`src/verilog/eblc_pkg.sv`:
```
// Constants shared by the external bus byte-lane control block.
// Assumes a 32-bit external data bus with four byte lanes.
package eblc_pkg;
   localparam int unsigned EBLC_LANES = 4;
   localparam logic [3:0] EBLC_STROBES_IDLE = 4'hf;
   localparam logic EBLC_DIR_RESET = 1'b1;
   localparam logic EBLC_DIR_READ = 1'b0;
   localparam logic EBLC_DIR_WRITE = 1'b1;
   localparam logic [1:0] EBLC_SIZE_BYTE = 2'h0;
   localparam logic [1:0] EBLC_SIZE_WORD = 2'h1;
   localparam logic [1:0] EBLC_SIZE_LONG = 2'h2;
   localparam logic [1:0] EBLC_SIZE_NONE = 2'h3;
   localparam logic [1:0] EBLC_TGT_EXT = 2'h0;
   localparam logic [1:0] EBLC_TGT_SDRAM = 2'h1;
   localparam logic [1:0] EBLC_TGT_PERIPH = 2'h2;
   localparam logic [1:0] EBLC_TGT_ONCHIP = 2'h3;
   typedef enum logic [1:0] {
      EBLC_IDLE = 2'b01,
      EBLC_DATA = 2'b10
   } eblc_state_t;
endpackage : eblc_pkg

```
`src/verilog/eblc_lane_decode.sv`:
```
// Lane decoder: access size and low address to active-high lane enables.
// Assumes lane 0 is D[7:0]; caller applies memory-type order and polarity.
`timescale 1ns/1ps
`default_nettype none
module eblc_lane_decode
   import eblc_pkg::*;
(
   input wire logic [1:0] size,
   input wire logic [1:0] addr_lo,
   output logic [3:0] lane_en
);
   wire [3:0] byte_en;
   wire [3:0] word_en;
   // Big-endian address: offset 0 is the most significant byte
   assign byte_en = 4'h8 >> addr_lo;
   assign word_en = addr_lo[1] ? 4'h3 : 4'hc;
   always_comb begin
      unique case (size)
         EBLC_SIZE_BYTE: lane_en = byte_en;
         EBLC_SIZE_WORD: lane_en = word_en;
         EBLC_SIZE_LONG: lane_en = 4'hf;
         EBLC_SIZE_NONE: lane_en = 4'h0;
      endcase
   end
endmodule : eblc_lane_decode
`default_nettype wire

```
`src/verilog/eblc_top.sv`:
```
// External bus byte-lane control: direction line and four byte-lane strobes.
// Assumes the bus sequencer gives a one-cycle start and a one-cycle done.
// Contract
// - Direction low on reads, high on writes to external memory or peripherals.
// - SRAM and peripheral strobes are active low per used byte.
// - Only strobes of bytes actually accessed are asserted; others stay inactive.
// - Strobes assert for on-chip peripherals, never for on-chip SRAM, cache, ROM.
// - SDRAM strobes act as byte masks; low marks a transferred byte.
// - Flash lane 0 is D[31:24], SDRAM lane 0 is D[7:0]; all-high none.
`timescale 1ns/1ps
`default_nettype none
module eblc_top
   import eblc_pkg::*;
(
   input wire logic sys_clk,
   input wire logic rst,
   input wire logic cycle_start,
   input wire logic cycle_done,
   input wire logic cycle_write,
   input wire logic [1:0] cycle_size,
   input wire logic [1:0] cycle_addr_lo,
   input wire logic [1:0] cycle_target,
   output logic oe_read_dir,
   output logic [3:0] byte_lane_strobes,
   output logic cycle_busy
);
   eblc_state_t state_q;
   eblc_state_t state_d;
   logic [3:0] strobes_q;
   logic [3:0] strobes_d;
   logic dir_q;
   logic dir_d;
   logic [3:0] lane_en;
   logic [3:0] lane_rev;
   logic [3:0] strobes_new;
   wire start_ok;
   wire end_cycle;
   wire is_sdram;
   wire lanes_on;

   eblc_lane_decode u_decode (
      .size(cycle_size),
      .addr_lo(cycle_addr_lo),
      .lane_en(lane_en)
   );

   // Strobe index n carries the lane mirror image for flash and SRAM
   genvar gi;
   generate
      for (gi = 0; gi < EBLC_LANES; gi++) begin : g_rev
         assign lane_rev[gi] = lane_en[EBLC_LANES - 1 - gi];
      end
   endgenerate

   assign start_ok = (state_q == EBLC_IDLE) && cycle_start;
   assign end_cycle = (state_q == EBLC_DATA) && cycle_done;
   assign is_sdram = (cycle_target == EBLC_TGT_SDRAM);
   assign lanes_on = (cycle_target != EBLC_TGT_ONCHIP);
   // SDRAM: index n is D[8n+7:8n] and 0 marks a transferred byte
   assign strobes_new = !lanes_on ? EBLC_STROBES_IDLE :
                        is_sdram ? ~lane_en : ~lane_rev;

   always_comb begin
      state_d = state_q;
      strobes_d = strobes_q;
      dir_d = dir_q;
      unique case (state_q)
         EBLC_IDLE: begin
            if (start_ok) begin
               state_d = EBLC_DATA;
               strobes_d = strobes_new;
               dir_d = cycle_write ? EBLC_DIR_WRITE : EBLC_DIR_READ;
            end
         end
         EBLC_DATA: begin
            if (cycle_done) begin
               state_d = EBLC_IDLE;
               strobes_d = EBLC_STROBES_IDLE;
               dir_d = EBLC_DIR_RESET;
            end
         end
         default: begin
            state_d = EBLC_IDLE;
            strobes_d = EBLC_STROBES_IDLE;
            dir_d = EBLC_DIR_RESET;
         end
      endcase
   end

   always_ff @(posedge sys_clk) begin
      if (rst) begin
         state_q <= EBLC_IDLE;
         strobes_q <= EBLC_STROBES_IDLE;
         dir_q <= EBLC_DIR_RESET;
      end else begin
         state_q <= state_d;
         strobes_q <= strobes_d;
         dir_q <= dir_d;
      end
   end

   assign oe_read_dir = dir_q;
   assign byte_lane_strobes = strobes_q;
   assign cycle_busy = (state_q == EBLC_DATA);
endmodule : eblc_top
`default_nettype wire
```
`config.mk`:
```
export PLATFORM = sky130hd
export DESIGN_NAME = eblc_top
export DESIGN_NICKNAME = d
export VERILOG_FILES = /design/src/verilog/eblc_pkg.sv /design/src/verilog/eblc_lane_decode.sv /design/src/verilog/eblc_top.sv
export SDC_FILE = /design/constraint.sdc
export NUM_CORES = 1
export LEC_CHECK = 0
export BUFFER_PORTS_ARGS = -buffer_cell sky130_fd_sc_hd__buf_2
export CAP_MARGIN = 40
export CELL_PAD_IN_SITES_DETAIL_PLACEMENT = 2
export CELL_PAD_IN_SITES_GLOBAL_PLACEMENT = 2
export CORE_UTILIZATION = 30
export CTS_CLUSTER_SIZE = 14
export DETAILED_ROUTE_END_ITERATION = 12
export PLACE_DENSITY_LB_ADDON = 0.1
export SLEW_MARGIN = 30
export SYNTH_ARGS = -nofsm -noshare
export SYNTH_HDL_FRONTEND = slang
export SYNTH_SLANG_ARGS = --single-unit
```
`constraint.sdc`:
```
create_clock -name sys_clk -period 4.4 [get_ports sys_clk]
set_clock_uncertainty 0.2 [all_clocks]
set_input_delay 0.66 -clock sys_clk [delete_from_list [all_inputs] [get_ports sys_clk]]
set_output_delay 0.66 -clock sys_clk [all_outputs]
set_load 0.02 [all_outputs]
```
======== After elaboration in Yosys (flattened, before gate mapping) ========
Index checks and enable logic that the tools add are counted.
storage, ports and cells
  register bits after elaboration ......... 7
  bits of input ports ..................... 11
  output and inout bits ................... 6
  word-level logic and storage cells ...... 32
operators by class
  equality and inequality tests ........... 9
  shift operators ......................... 1
  muxes and demuxes ....................... 14
  bitwise operators ....................... 2
  reduce and logical (&&, ||, !) cells .... 3
operator list
  cell                   number
  $mux W4                5
  $pmux W4 S4            1
  $not A4 Y4             2
  $pmux W4 S2            1
  $eq A2 B1 Y1 const B   3
  $eq A2 B2 Y1 const B   3
  $ne A2 B2 Y1 const B   3
  $mux W2                2
  $pmux W2 S2            1
  $shr A4 B2 Y4 const A  1
  $mux W1                3
  $logic_not A2 Y1       1
  $pmux W1 S2            1
  $reduce_and A2 Y1      1
  $logic_and A1 B1 Y1    1

======== Depth between registers and ports, before layout ========
Gate-level depths: netlist of the first run.
  word-level depth ........................ 7
  depth in mapped cells ................... 4
  gate-level depth less buffers ........... 3

======== By module ========
A second synthesis of the first run with hierarchy kept.
unflattened totals
  cells, all modules ...................... 36
  area total of the unflattened synthesis .. 346.6 µm²
by module, submodules not included
  module            times used  cells an instance  area each (µm²)
  eblc_top          1           28                 294.0
  eblc_lane_decode  1           8                  52.6

======== Worst setup path after synthesis of the first run ========
No wires, ideal clock.
  kind .................................... input to register
  start ................................... input port rst
  end ..................................... register strobes_q[0], in the netlist byte_lane_strobes[0]
  arrival ................................. 1.405 ns
  required time ........................... 4.053 ns
  setup slack ............................. 2.649 ns
  stages .................................. 3
  path through ............................ buf_4 a2111oi_2 a211oi_1
RTL lines
  what                  RTL line        text
  from (decl)           eblc_top.sv:16  input wire logic rst,
  to (signal assigned)  eblc_top.sv:97  strobes_q <= strobes_d;
  to (decl)             eblc_top.sv:29  logic [3:0] strobes_q;

======== Worst setup path after layout of the first run ========
  start ................................... register state_q[0]
  end ..................................... output port cycle_busy
between the ends
  word-level cells in the longest chain between the ends .. 1
RTL lines
  what                    RTL line         text
  from (decl)             eblc_top.sv:27   eblc_state_t state_q;
  from (signal assigned)  eblc_top.sv:96   state_q <= state_d;
  $eq A2 B2 Y1            eblc_top.sv:104  assign cycle_busy = (state_q == EBLC_DATA);
  to (decl)               eblc_top.sv:25   output logic cycle_busy
Every way passes these cells.

==> impl_metrics.yaml, run 1 <==
sta:
  setup_tns_ns: 0
  tightest_slew_ns: 0.495
  hold_viol_final: 0
  fin_crit_sh_pct: 41.6
  min_period_ns: 1.83
  slew_violations: 0
  relSlewSlack_pct: 66.9
  setup_viol: 0
  fmax_mhz: 546
  rsz0062_at_grt: "no"
status:
  status: "finished clean"
synthesis:
  ys_seq_elements: 7
  async_reset_ff_share_pct: 0
  yosysSeqAreaShare_pct: 27.6
  synth.avg_cell_area_um2: 10.4
  yosys.area.top_type: "dfxtp_1"
  synth_edf_count: 0
  synth_common_cells: "7 x dfxtp_1, 6 x a211oi_2, 3 x a221o_1, 3 x buf_4, 3 x nor2_1"
  ys.flop_type: "dfxtp_1"
  synth_top_area_share_pct: 27.6
  syn-num-nets: 60
  yosysUniqueCellTypes: 28
  synth_area_leaders: "dfxtp_1 28%, a211oi_2 15%, a221o_1 5.9%"
  synth.most_common_cell: "dfxtp_1"
  synth_cells: 49
  syn_area_um2: 508
  ys.warnings.count: 0
global_route:
  grt_pass1_wl_um: 1970
  use_met2_pct: 21.2
  grt_use_met1_pct: 18.7
  grt_pass1_vias: 467
  grt_max_degree: 13
  grt_busiest_layer: "met2"
  antenna_found_initial: 0
  grt_overflow: 0
  use_met3_pct: 1.28
  grt.total_usage_pct: 13.8
floorplan:
  fp.dieW_um: 43.2
  rows: 14
  die_h_um: 43.2
  start_util_pct: 33.0
  design.die.area_um2: 1860
  fp.coreArea_um2: 1540
  io_pins: 17
worst_hold_path:
  worstHoldPathType: "flip-flop to flip-flop"
drt:
  antenna_left: 0
  wl_um: 1080
  drc_errors: 0
  vias: 445
  drtIter0Drc: 2
  first_pass_iters: 2
  vias_per_cell: 5.49
  wl_per_cell_um: 13.4
setup_path:
  critPathLaunchType: "flip-flop"
  crit_required_ns: 3.54
  cp_max_fo: 4
  path_class: "flip-flop to output port"
  arrival_ns: 0.97
  crit_path_end_kind: "output port"
layout:
  finalNetCount: 77
  final_cells: 81
  antenna_cells: 0
  drive_gt1_share_pct: 49.2
  fillers: 181
  syn2layout_area_growth_pct: 18.2
job:
  max_cap_viol_count: 0
pwr:
  switchingPower_uw: 48.7
  p_comb_share_pct: 23.5
  peakVddDrop_mv: 0.0760
  sw_frac_of_total_pct: 29.1
  power_density_nw_per_um2: 279
  internal-power_uw: 119
  p_clk_share_pct: 34.8
  finalPower_uw: 168
  seqPwrFrac_pct: 41.7
  power.leakage_uw: 0.000227
placement:
  place.gp.congestion: 0.623
  dp_cells: 77
  hpwl_um: 848
  port_buffers: 16
cts:
  clkSinkCount: 7
  cts_tree: "built"
  cts_setup_buffers: 0
  clk_pin_slew_ns: 0.06
  clockRootBuffer: "clkbuf_4"
  h-tree-depth: 1
  postCtsHoldBufs: 0
  cts_buffer_depth: 2
  cts_resized: 0
  clock_latency_ns: 0.24
  cts_buffers: 3
==> worst paths after layout <==
check | slack [ns] | cells past startpoint | to | start
hold reg to reg | 0.30 | 2 | oe_read_dir | oe_read_dir
setup / recovery | 2.57 | 2 | cycle_busy | state_q[0]
setup reg to reg | 2.85 | 3 | byte_lane_strobes[3] | state_q[0]
hold / removal | 0.30 | 2 | oe_read_dir | oe_read_dir
==> placed cells by master (no fill, tap or decap), types with 2 or more instances in the layout <==
| cell type | n |
|---|---|
| a2111oi_2 | 2 |
| a211oi_1 | 2 |
| a211oi_2 | 6 |
| a221o_1 | 3 |
| buf_2 | 16 |
| clkbuf_4 | 3 |
| dfxtp_1 | 7 |
| nor2_1 | 3 |
| or3_1 | 2 |
| xor2_1 | 2 |
==> metal layers <==
metal	vias up	share of wire (%)
met2	15	46
met4	0	1.3
met1	206	48
li1	222	-
met3	2	4.4
met5	-	0
==> critical path, cell delays in order (launching register included) <==
cell and delay (ns):
dfxtp_1 0.39, and2b_1 0.19, buf_2 0.15
==> logic make-up (layout without fill, tap and decap cells) <==
family	after synthesis	in the layout	share of synthesized area, %
compound gates	18	18	36.5
simple gates	16	16	24.4
flops	7	7	27.6
buf+inv	6	22	8.13
xor+xnor	2	2	3.45
==> sequential cells by signal (all words and copies together), names as in the netlist <==
| name | flops |
|---|---|
| state_q | 2 |
| oe_read_dir | 1 |
| byte_lane_strobes | 4 |
==> metrics by stage <==
step	setup WS, ns	util [%]	cell area [µm²]	hold slack (ns)
finish	2.57	39.0	601	0.301
CTS	2.55	39.0	601	0.308
global placement	2.47	37.3	574	0.274
floorplan	2.65	-	508	0.351
detailed placement	2.46	37.3	574	0.292
global route	2.51	39.0	601	0.353
==> layout make-up <==
cell class / instances / area (µm²) / area share (%)
multi-input cells: 36 / 327 / 54.4
flip-flops and latches: 7 / 140 / 23.3
repair buffers: 16 / 80.1 / 13.3
clock buffers: 4 / 26.3 / 4.38
well taps: 16 / 20.0 / 3.33
inverters: 2 / 7.51 / 1.25
==> power groups by stage <==
stage	combinational (µW)	sequential, µW	clock, µW
2_1_floorplan	25.3	74.0	0
3_3_place_gp	39.4	71.3	0
3_5_place_dp	40.0	71.3	0
4_1_cts	40.2	69.9	60.7
5_1_grt	43.6	70.6	65.1
6_report	39.4	69.8	58.4
Power figures use the tool's default switching activity.
==> run 2, diff against run 1 <==
Settings changed: ABC_AREA set to 1, CORE_UTILIZATION 30 to 21.
Clock period 4.4 ns to 1.85 ns, I/O delays scaled along.
==> run 2 against run 1 <==
Against the previous run:
- core utilization decreased by 9.6 points
- first-iteration DRC count decreased by 50%
- critical path depth increased by 1
- worst setup slack got worse by 2.1 ns
- largest cell class unchanged
==> impl_metrics.yaml, run 2 <==
synthesis:
  ys.flop_type: "dfxtp_1"
  synth.most_common_cell: "nand2_1"
  yosys.area.top_type: "dfxtp_1"
  synth_cells: 74
  syn_area_um2: 435
  synth_common_cells: "34 x nand2_1, 12 x inv_1, 7 x dfxtp_1"
  syn-num-nets: 85
  yosysSeqAreaShare_pct: 32.2
  synth_edf_count: 0
  synth_area_leaders: "dfxtp_1 32%, nand2_1 29%, inv_1 10%"
  ys.warnings.count: 0
  async_reset_ff_share_pct: 0
  yosysUniqueCellTypes: 11
  synth_top_area_share_pct: 32.2
  ys_seq_elements: 7
  synth.avg_cell_area_um2: 5.88
pwr:
  p_clk_share_pct: 35.9
  seqPwrFrac_pct: 41.1
  power_density_nw_per_um2: 693
  finalPower_uw: 399
  internal-power_uw: 276
  power.leakage_uw: 0.000359
  p_comb_share_pct: 23.0
  sw_frac_of_total_pct: 30.9
  peakVddDrop_mv: 0.370
  switchingPower_uw: 123
floorplan:
  rows: 16
  die_h_um: 47.5
  fp.dieW_um: 47.5
  io_pins: 17
  design.die.area_um2: 2260
  start_util_pct: 22.2
  fp.coreArea_um2: 1960
global_route:
  grt.total_usage_pct: 12.4
  grt_use_met1_pct: 13.7
  use_met2_pct: 19.5
  grt_max_degree: 7
  grt_overflow: 0
  grt_pass1_vias: 443
  grt_busiest_layer: "met2"
  antenna_found_initial: 0
  use_met3_pct: 6.04
  grt_pass1_wl_um: 1790
sta:
  relSlewSlack_pct: 87.3
  fin_hold_ws_ns: 0.0442
  fmax_mhz: 714
  min_period_ns: 1.40
  setup_tns_ns: 0
  setup_viol: 0
  fin_crit_sh_pct: 75.8
  hold_viol_final: 0
  tightest_slew_ns: 0.189
  slew_violations: 0
  rsz0062_at_grt: "no"
setup_path:
  critPathLaunchType: "flip-flop"
  arrival_ns: 0.92
  cp_max_fo: 2
  crit_required_ns: 1.37
  crit_path_end_kind: "output port"
  path_class: "flip-flop to output port"
  r2r_slack_ns: 0.61
cts:
  h-tree-depth: 1
  cts_buffers: 3
  cts_tree: "built"
  clkSinkCount: 7
  clk_pin_slew_ns: 0.06
  clockRootBuffer: "clkbuf_4"
  clock_latency_ns: 0.26
  cts_setup_buffers: 0
  postCtsHoldBufs: 0
  cts_resized: 0
  cts_buffer_depth: 2
drt:
  wl_um: 1140
  vias_per_cell: 4.11
  antenna_left: 0
  vias: 497
  first_pass_iters: 2
  drtIter0Drc: 1
  drc_errors: 0
  wl_per_cell_um: 9.39
placement:
  post_dp_cell_area_um2: 549
  place.gp.congestion: 0.676
  hpwl_um: 973
  port_buffers: 16
layout:
  fillers: 271
  antenna_cells: 0
  syn2layout_area_growth_pct: 32.2
  largest_reg_flops: 4
  final_cell_mix: "34 x nand2_1, 16 x buf_2, 12 x inv_1"
  stdcell_area_um2: 576
  drive_gt1_share_pct: 34.0
  finalNetCount: 106
  mostFrequentLayoutCell: "nand2_1"
  final_util_pct: 29.3
status:
  status: "finished clean"
job:
  max_cap_viol_count: 0
worst_hold_path:
  worstHoldPathType: "primary input to flip-flop"
run 2: cell count changes in the layout (fill, tap and decap cells not counted), moves of 3 or more:
cell	delta
a211oi_2	-6
a221o_1	-3
inv_1	+11
inv_2	+4
nand2_1	+34
nand3_1	+5
nor2_2	+3
run 2: layout make-up:
cell class	count	area, µm²	area share, %
inverter	17	63.8	11.1
timing repair buffer	16	80.1	13.9
clock buffer	4	26.3	4.57
tap	27	33.8	5.87
multi-input combinational	50	231	40.2
sequential	7	140	24.3
run 2: cell families after synthesis:
logic type	share of synthesized area (%)
AND/OR/NAND/NOR	50.3
flip-flops	32.2
AO/OA/AOI/OAI	2.87
buffers and inverters	14.7
run 2: worst paths after layout:
kind,from,endpoint,cells after the start
min reg2reg,oe_read_dir,oe_read_dir,2
max reg2reg,state_q[0],byte_lane_strobes[2],7
max,state_q[1],cycle_busy,3
min,rst,byte_lane_strobes[3],3
run 2: layer usage:
layer  up-vias  routed length [µm]
met5         -                   0
met4         0                  24
met3         5                  92
met2        15                 549
met1       221                 470
li1        256                   -
run 2: per-stage QoR:
stage | std cells | setup slack, ns
6_report | 121 | 0.449
2_1_floorplan | 74 | 0.579
4_1_cts | 121 | 0.425
5_1_grt | 121 | 0.351
3_3_place_gp | 117 | 0.580
3_5_place_dp | 117 | 0.567
run 2: power groups by stage:
stage                     Clock [µW]  Sequential [µW]  Combinational, µW
after floorplan                    0              174               54.4
after CTS                        151              164               95.1
after global placement             0              167               91.6
after detailed placement           0              167               94.8
after global routing             161              165                106
final                            143              164               91.5
run 2: critical path, stage by stage (launching register included):
cell and delay [ns]:
dfxtp_1 0.34, inv_1 0.05, nor2_2 0.10, buf_2 0.17
==> run 3, diff against run 2 <==
Settings changed: ABC_AREA 1 to 0, CORE_UTILIZATION 21 to 28.
Clock period 1.85 ns to 1.3 ns, I/O delays scaled along.
==> run 3 against run 2 <==
Against the previous run:
- the flow now finishes with violations (DRC, setup timing)
- largest cell class unchanged
- register-to-register slack lost 0.73 ns
- largest power group unchanged
- combinational power is 100% higher
- cell count fell by 17%
==> impl_metrics.yaml, run 3 (synthesized netlist as in run 1, its figures left out) <==
global_route:
  grt_pass1_vias: 512
  grt.total_usage_pct: 16.7
  grt_pass1_wl_um: 2330
  grt_overflow: 0
  grt_max_degree: 10
  antenna_found_initial: 0
setup_path:
  cp_max_fo: 5
  path_common_cell: "a211oi_2"
  path_delay_family: "simple AND/OR/NAND/NOR gates"
  timing.rr.start: "state_q[0]"
  path_class: "flip-flop to flip-flop"
  critPathLaunchType: "flip-flop"
  crit_required_ns: 1.24
  crit_path_end_kind: "flip-flop"
  critPathMaxStageDelay_ns: 0.43
  crit_chain: "or3b_4, a211oi_2, a211oi_2"
  worst-path-buf-inv: 0
  arrival_ns: 1.36
  cpMaxStageDelayCell: "or3b_4"
  ff2ff_path_depth: 3
  rr_endpoint: "byte_lane_strobes[3]"
  r2r_slack_ns: -0.12
  path_depth: 3
drt:
  antenna_left: 0
  drc_errors: 2
  wl_um: 1410
  vias_per_cell: 4.97
  drtIter0Drc: 3
  vias: 502
  wl_per_cell_um: 13.9
  first_pass_iters: 8
sta:
  fin_crit_sh_pct: 109
  min_period_ns: 1.42
  fin_hold_ws_ns: 0.106
  relSlewSlack_pct: 74.5
  tightest_slew_ns: 0.382
  fmax_mhz: 704
  hold_viol_final: 0
  rsz0062_at_grt: "yes"
  setup_viol: 6
  fin_ws_ns: -0.119
  slew_violations: 0
pwr:
  internal-power_uw: 436
  p_comb_share_pct: 28.8
  power.leakage_uw: 0.000290
  sw_frac_of_total_pct: 31.5
  p_clk_share_pct: 33.9
  switchingPower_uw: 201
  peakVddDrop_mv: 0.304
  power_density_nw_per_um2: 841
  seqPwrFrac_pct: 37.3
job:
  max_cap_viol_count: 0
layout:
  final_cell_mix: "15 x buf_2, 8 x buf_4, 6 x a211oi_2"
  stdcell_area_um2: 757
  finalNetCount: 88
  drive_gt1_share_pct: 59.2
  syn2layout_area_growth_pct: 49.0
  mostFrequentLayoutCell: "buf_2"
  largest_reg_flops: 4
  antenna_cells: 0
  fillers: 195
worst_hold_path:
  holdPathStages: 3
  worstHoldStart: "cycle_done"
  min_to: "state_q[1]"
  worstHoldPathType: "primary input to flip-flop"
floorplan:
  fp.coreArea_um2: 1710
  die_h_um: 44.6
  start_util_pct: 29.7
  fp.dieW_um: 44.6
  rows: 15
  design.die.area_um2: 1990
  io_pins: 17
status:
  violations: "DRC, setup timing"
  status: "finished with violations"
cts:
  cts_buffer_depth: 2
  clock_latency_ns: 0.27
  cts_buffers: 3
  cts_setup_buffers: 0
  clk_pin_slew_ns: 0.06
  cts_tree: "built"
  clockRootBuffer: "clkbuf_4"
  h-tree-depth: 1
  clkSinkCount: 7
placement:
  post_dp_cell_area_um2: 688
  place.gp.congestion: 0.681
  hpwl_um: 1070
  port_buffers: 16
run 3: changes by cell type in the layout (fill, tap and decap cells not counted), moves of 3 or more:
| cell | delta |
|---|---|
| nor2_2 | -3 |
| a211oi_2 | +6 |
| nand2_1 | -34 |
| nand3_1 | -5 |
| buf_4 | +8 |
| inv_1 | -11 |
| inv_2 | -4 |
| a221o_1 | +3 |
run 3: worst max path at each step:
stage	to	slack, ns	startpoint
global route	byte_lane_strobes[3]	-0.19	state_q[0]
floorplan	byte_lane_strobes[2]	-0.12	state_q[0]
finish	byte_lane_strobes[3]	-0.12	state_q[0]
global placement	byte_lane_strobes[3]	-0.21	state_q[1]
detailed placement	byte_lane_strobes[3]	-0.21	state_q[1]
CTS	byte_lane_strobes[3]	-0.13	state_q[0]
run 3: power by group through the flow:
| stage | registers [µW] | logic [µW] | clock network (µW) |
|---|---|---|---|
| floorplan | 251 | 89.9 | 0 |
| CTS | 237 | 185 | 220 |
| detailed placement | 241 | 173 | 0 |
| finish | 237 | 183 | 216 |
| global route | 239 | 198 | 239 |
| global placement | 241 | 169 | 0 |
run 3: layout make-up:
class	instances	area (µm²)	area share, %
Inverter	2	7.51	0.992
Multi-Input combinational cell	36	362	47.8
Clock buffer	4	26.3	3.47
Tap cell	25	31.3	4.13
Sequential cell	7	143	18.8
Timing Repair Buffer	27	188	24.8
run 3: worst min-delay path, stage by stage:
cell and delay, ns:
buf_2 0.08, or3b_4 0.18, a21oi_4 0.08
run 3: what timing repair did:
action                                  in CTS  in global routing
hold endpoints to repair                     1                  0
resized for setup                            6                  0
endpoints found under the setup margin       8                  7
hold buffers                                 1                  0
pin swaps                                    5                  1
run 3: layer usage:
layer	global-route usage [%]	share of wire [%]	wire, µm	vias to the layer above
met5	0	0	0	-
met4	9.09	1.8	25	0
met3	4.90	4.8	68	3
met2	28.2	50	705	17
met1	18.5	43	608	239
li1	-	-	-	243
run 3: per-stage QoR:
stage / instances / setup WS (ns) / TNS (ns) / util, % / total power [µW]
CTS: 101 / -0.132 / -0.575 / 44.3 / 642
detailed placement: 96 / -0.215 / -1.02 / 40.3 / 414
global route: 101 / -0.194 / -0.990 / 44.3 / 677
floorplan: 49 / -0.115 / -0.417 / - / 341
finish: 101 / -0.119 / -0.544 / 44.3 / 636
global placement: 96 / -0.209 / -0.873 / 40.3 / 410
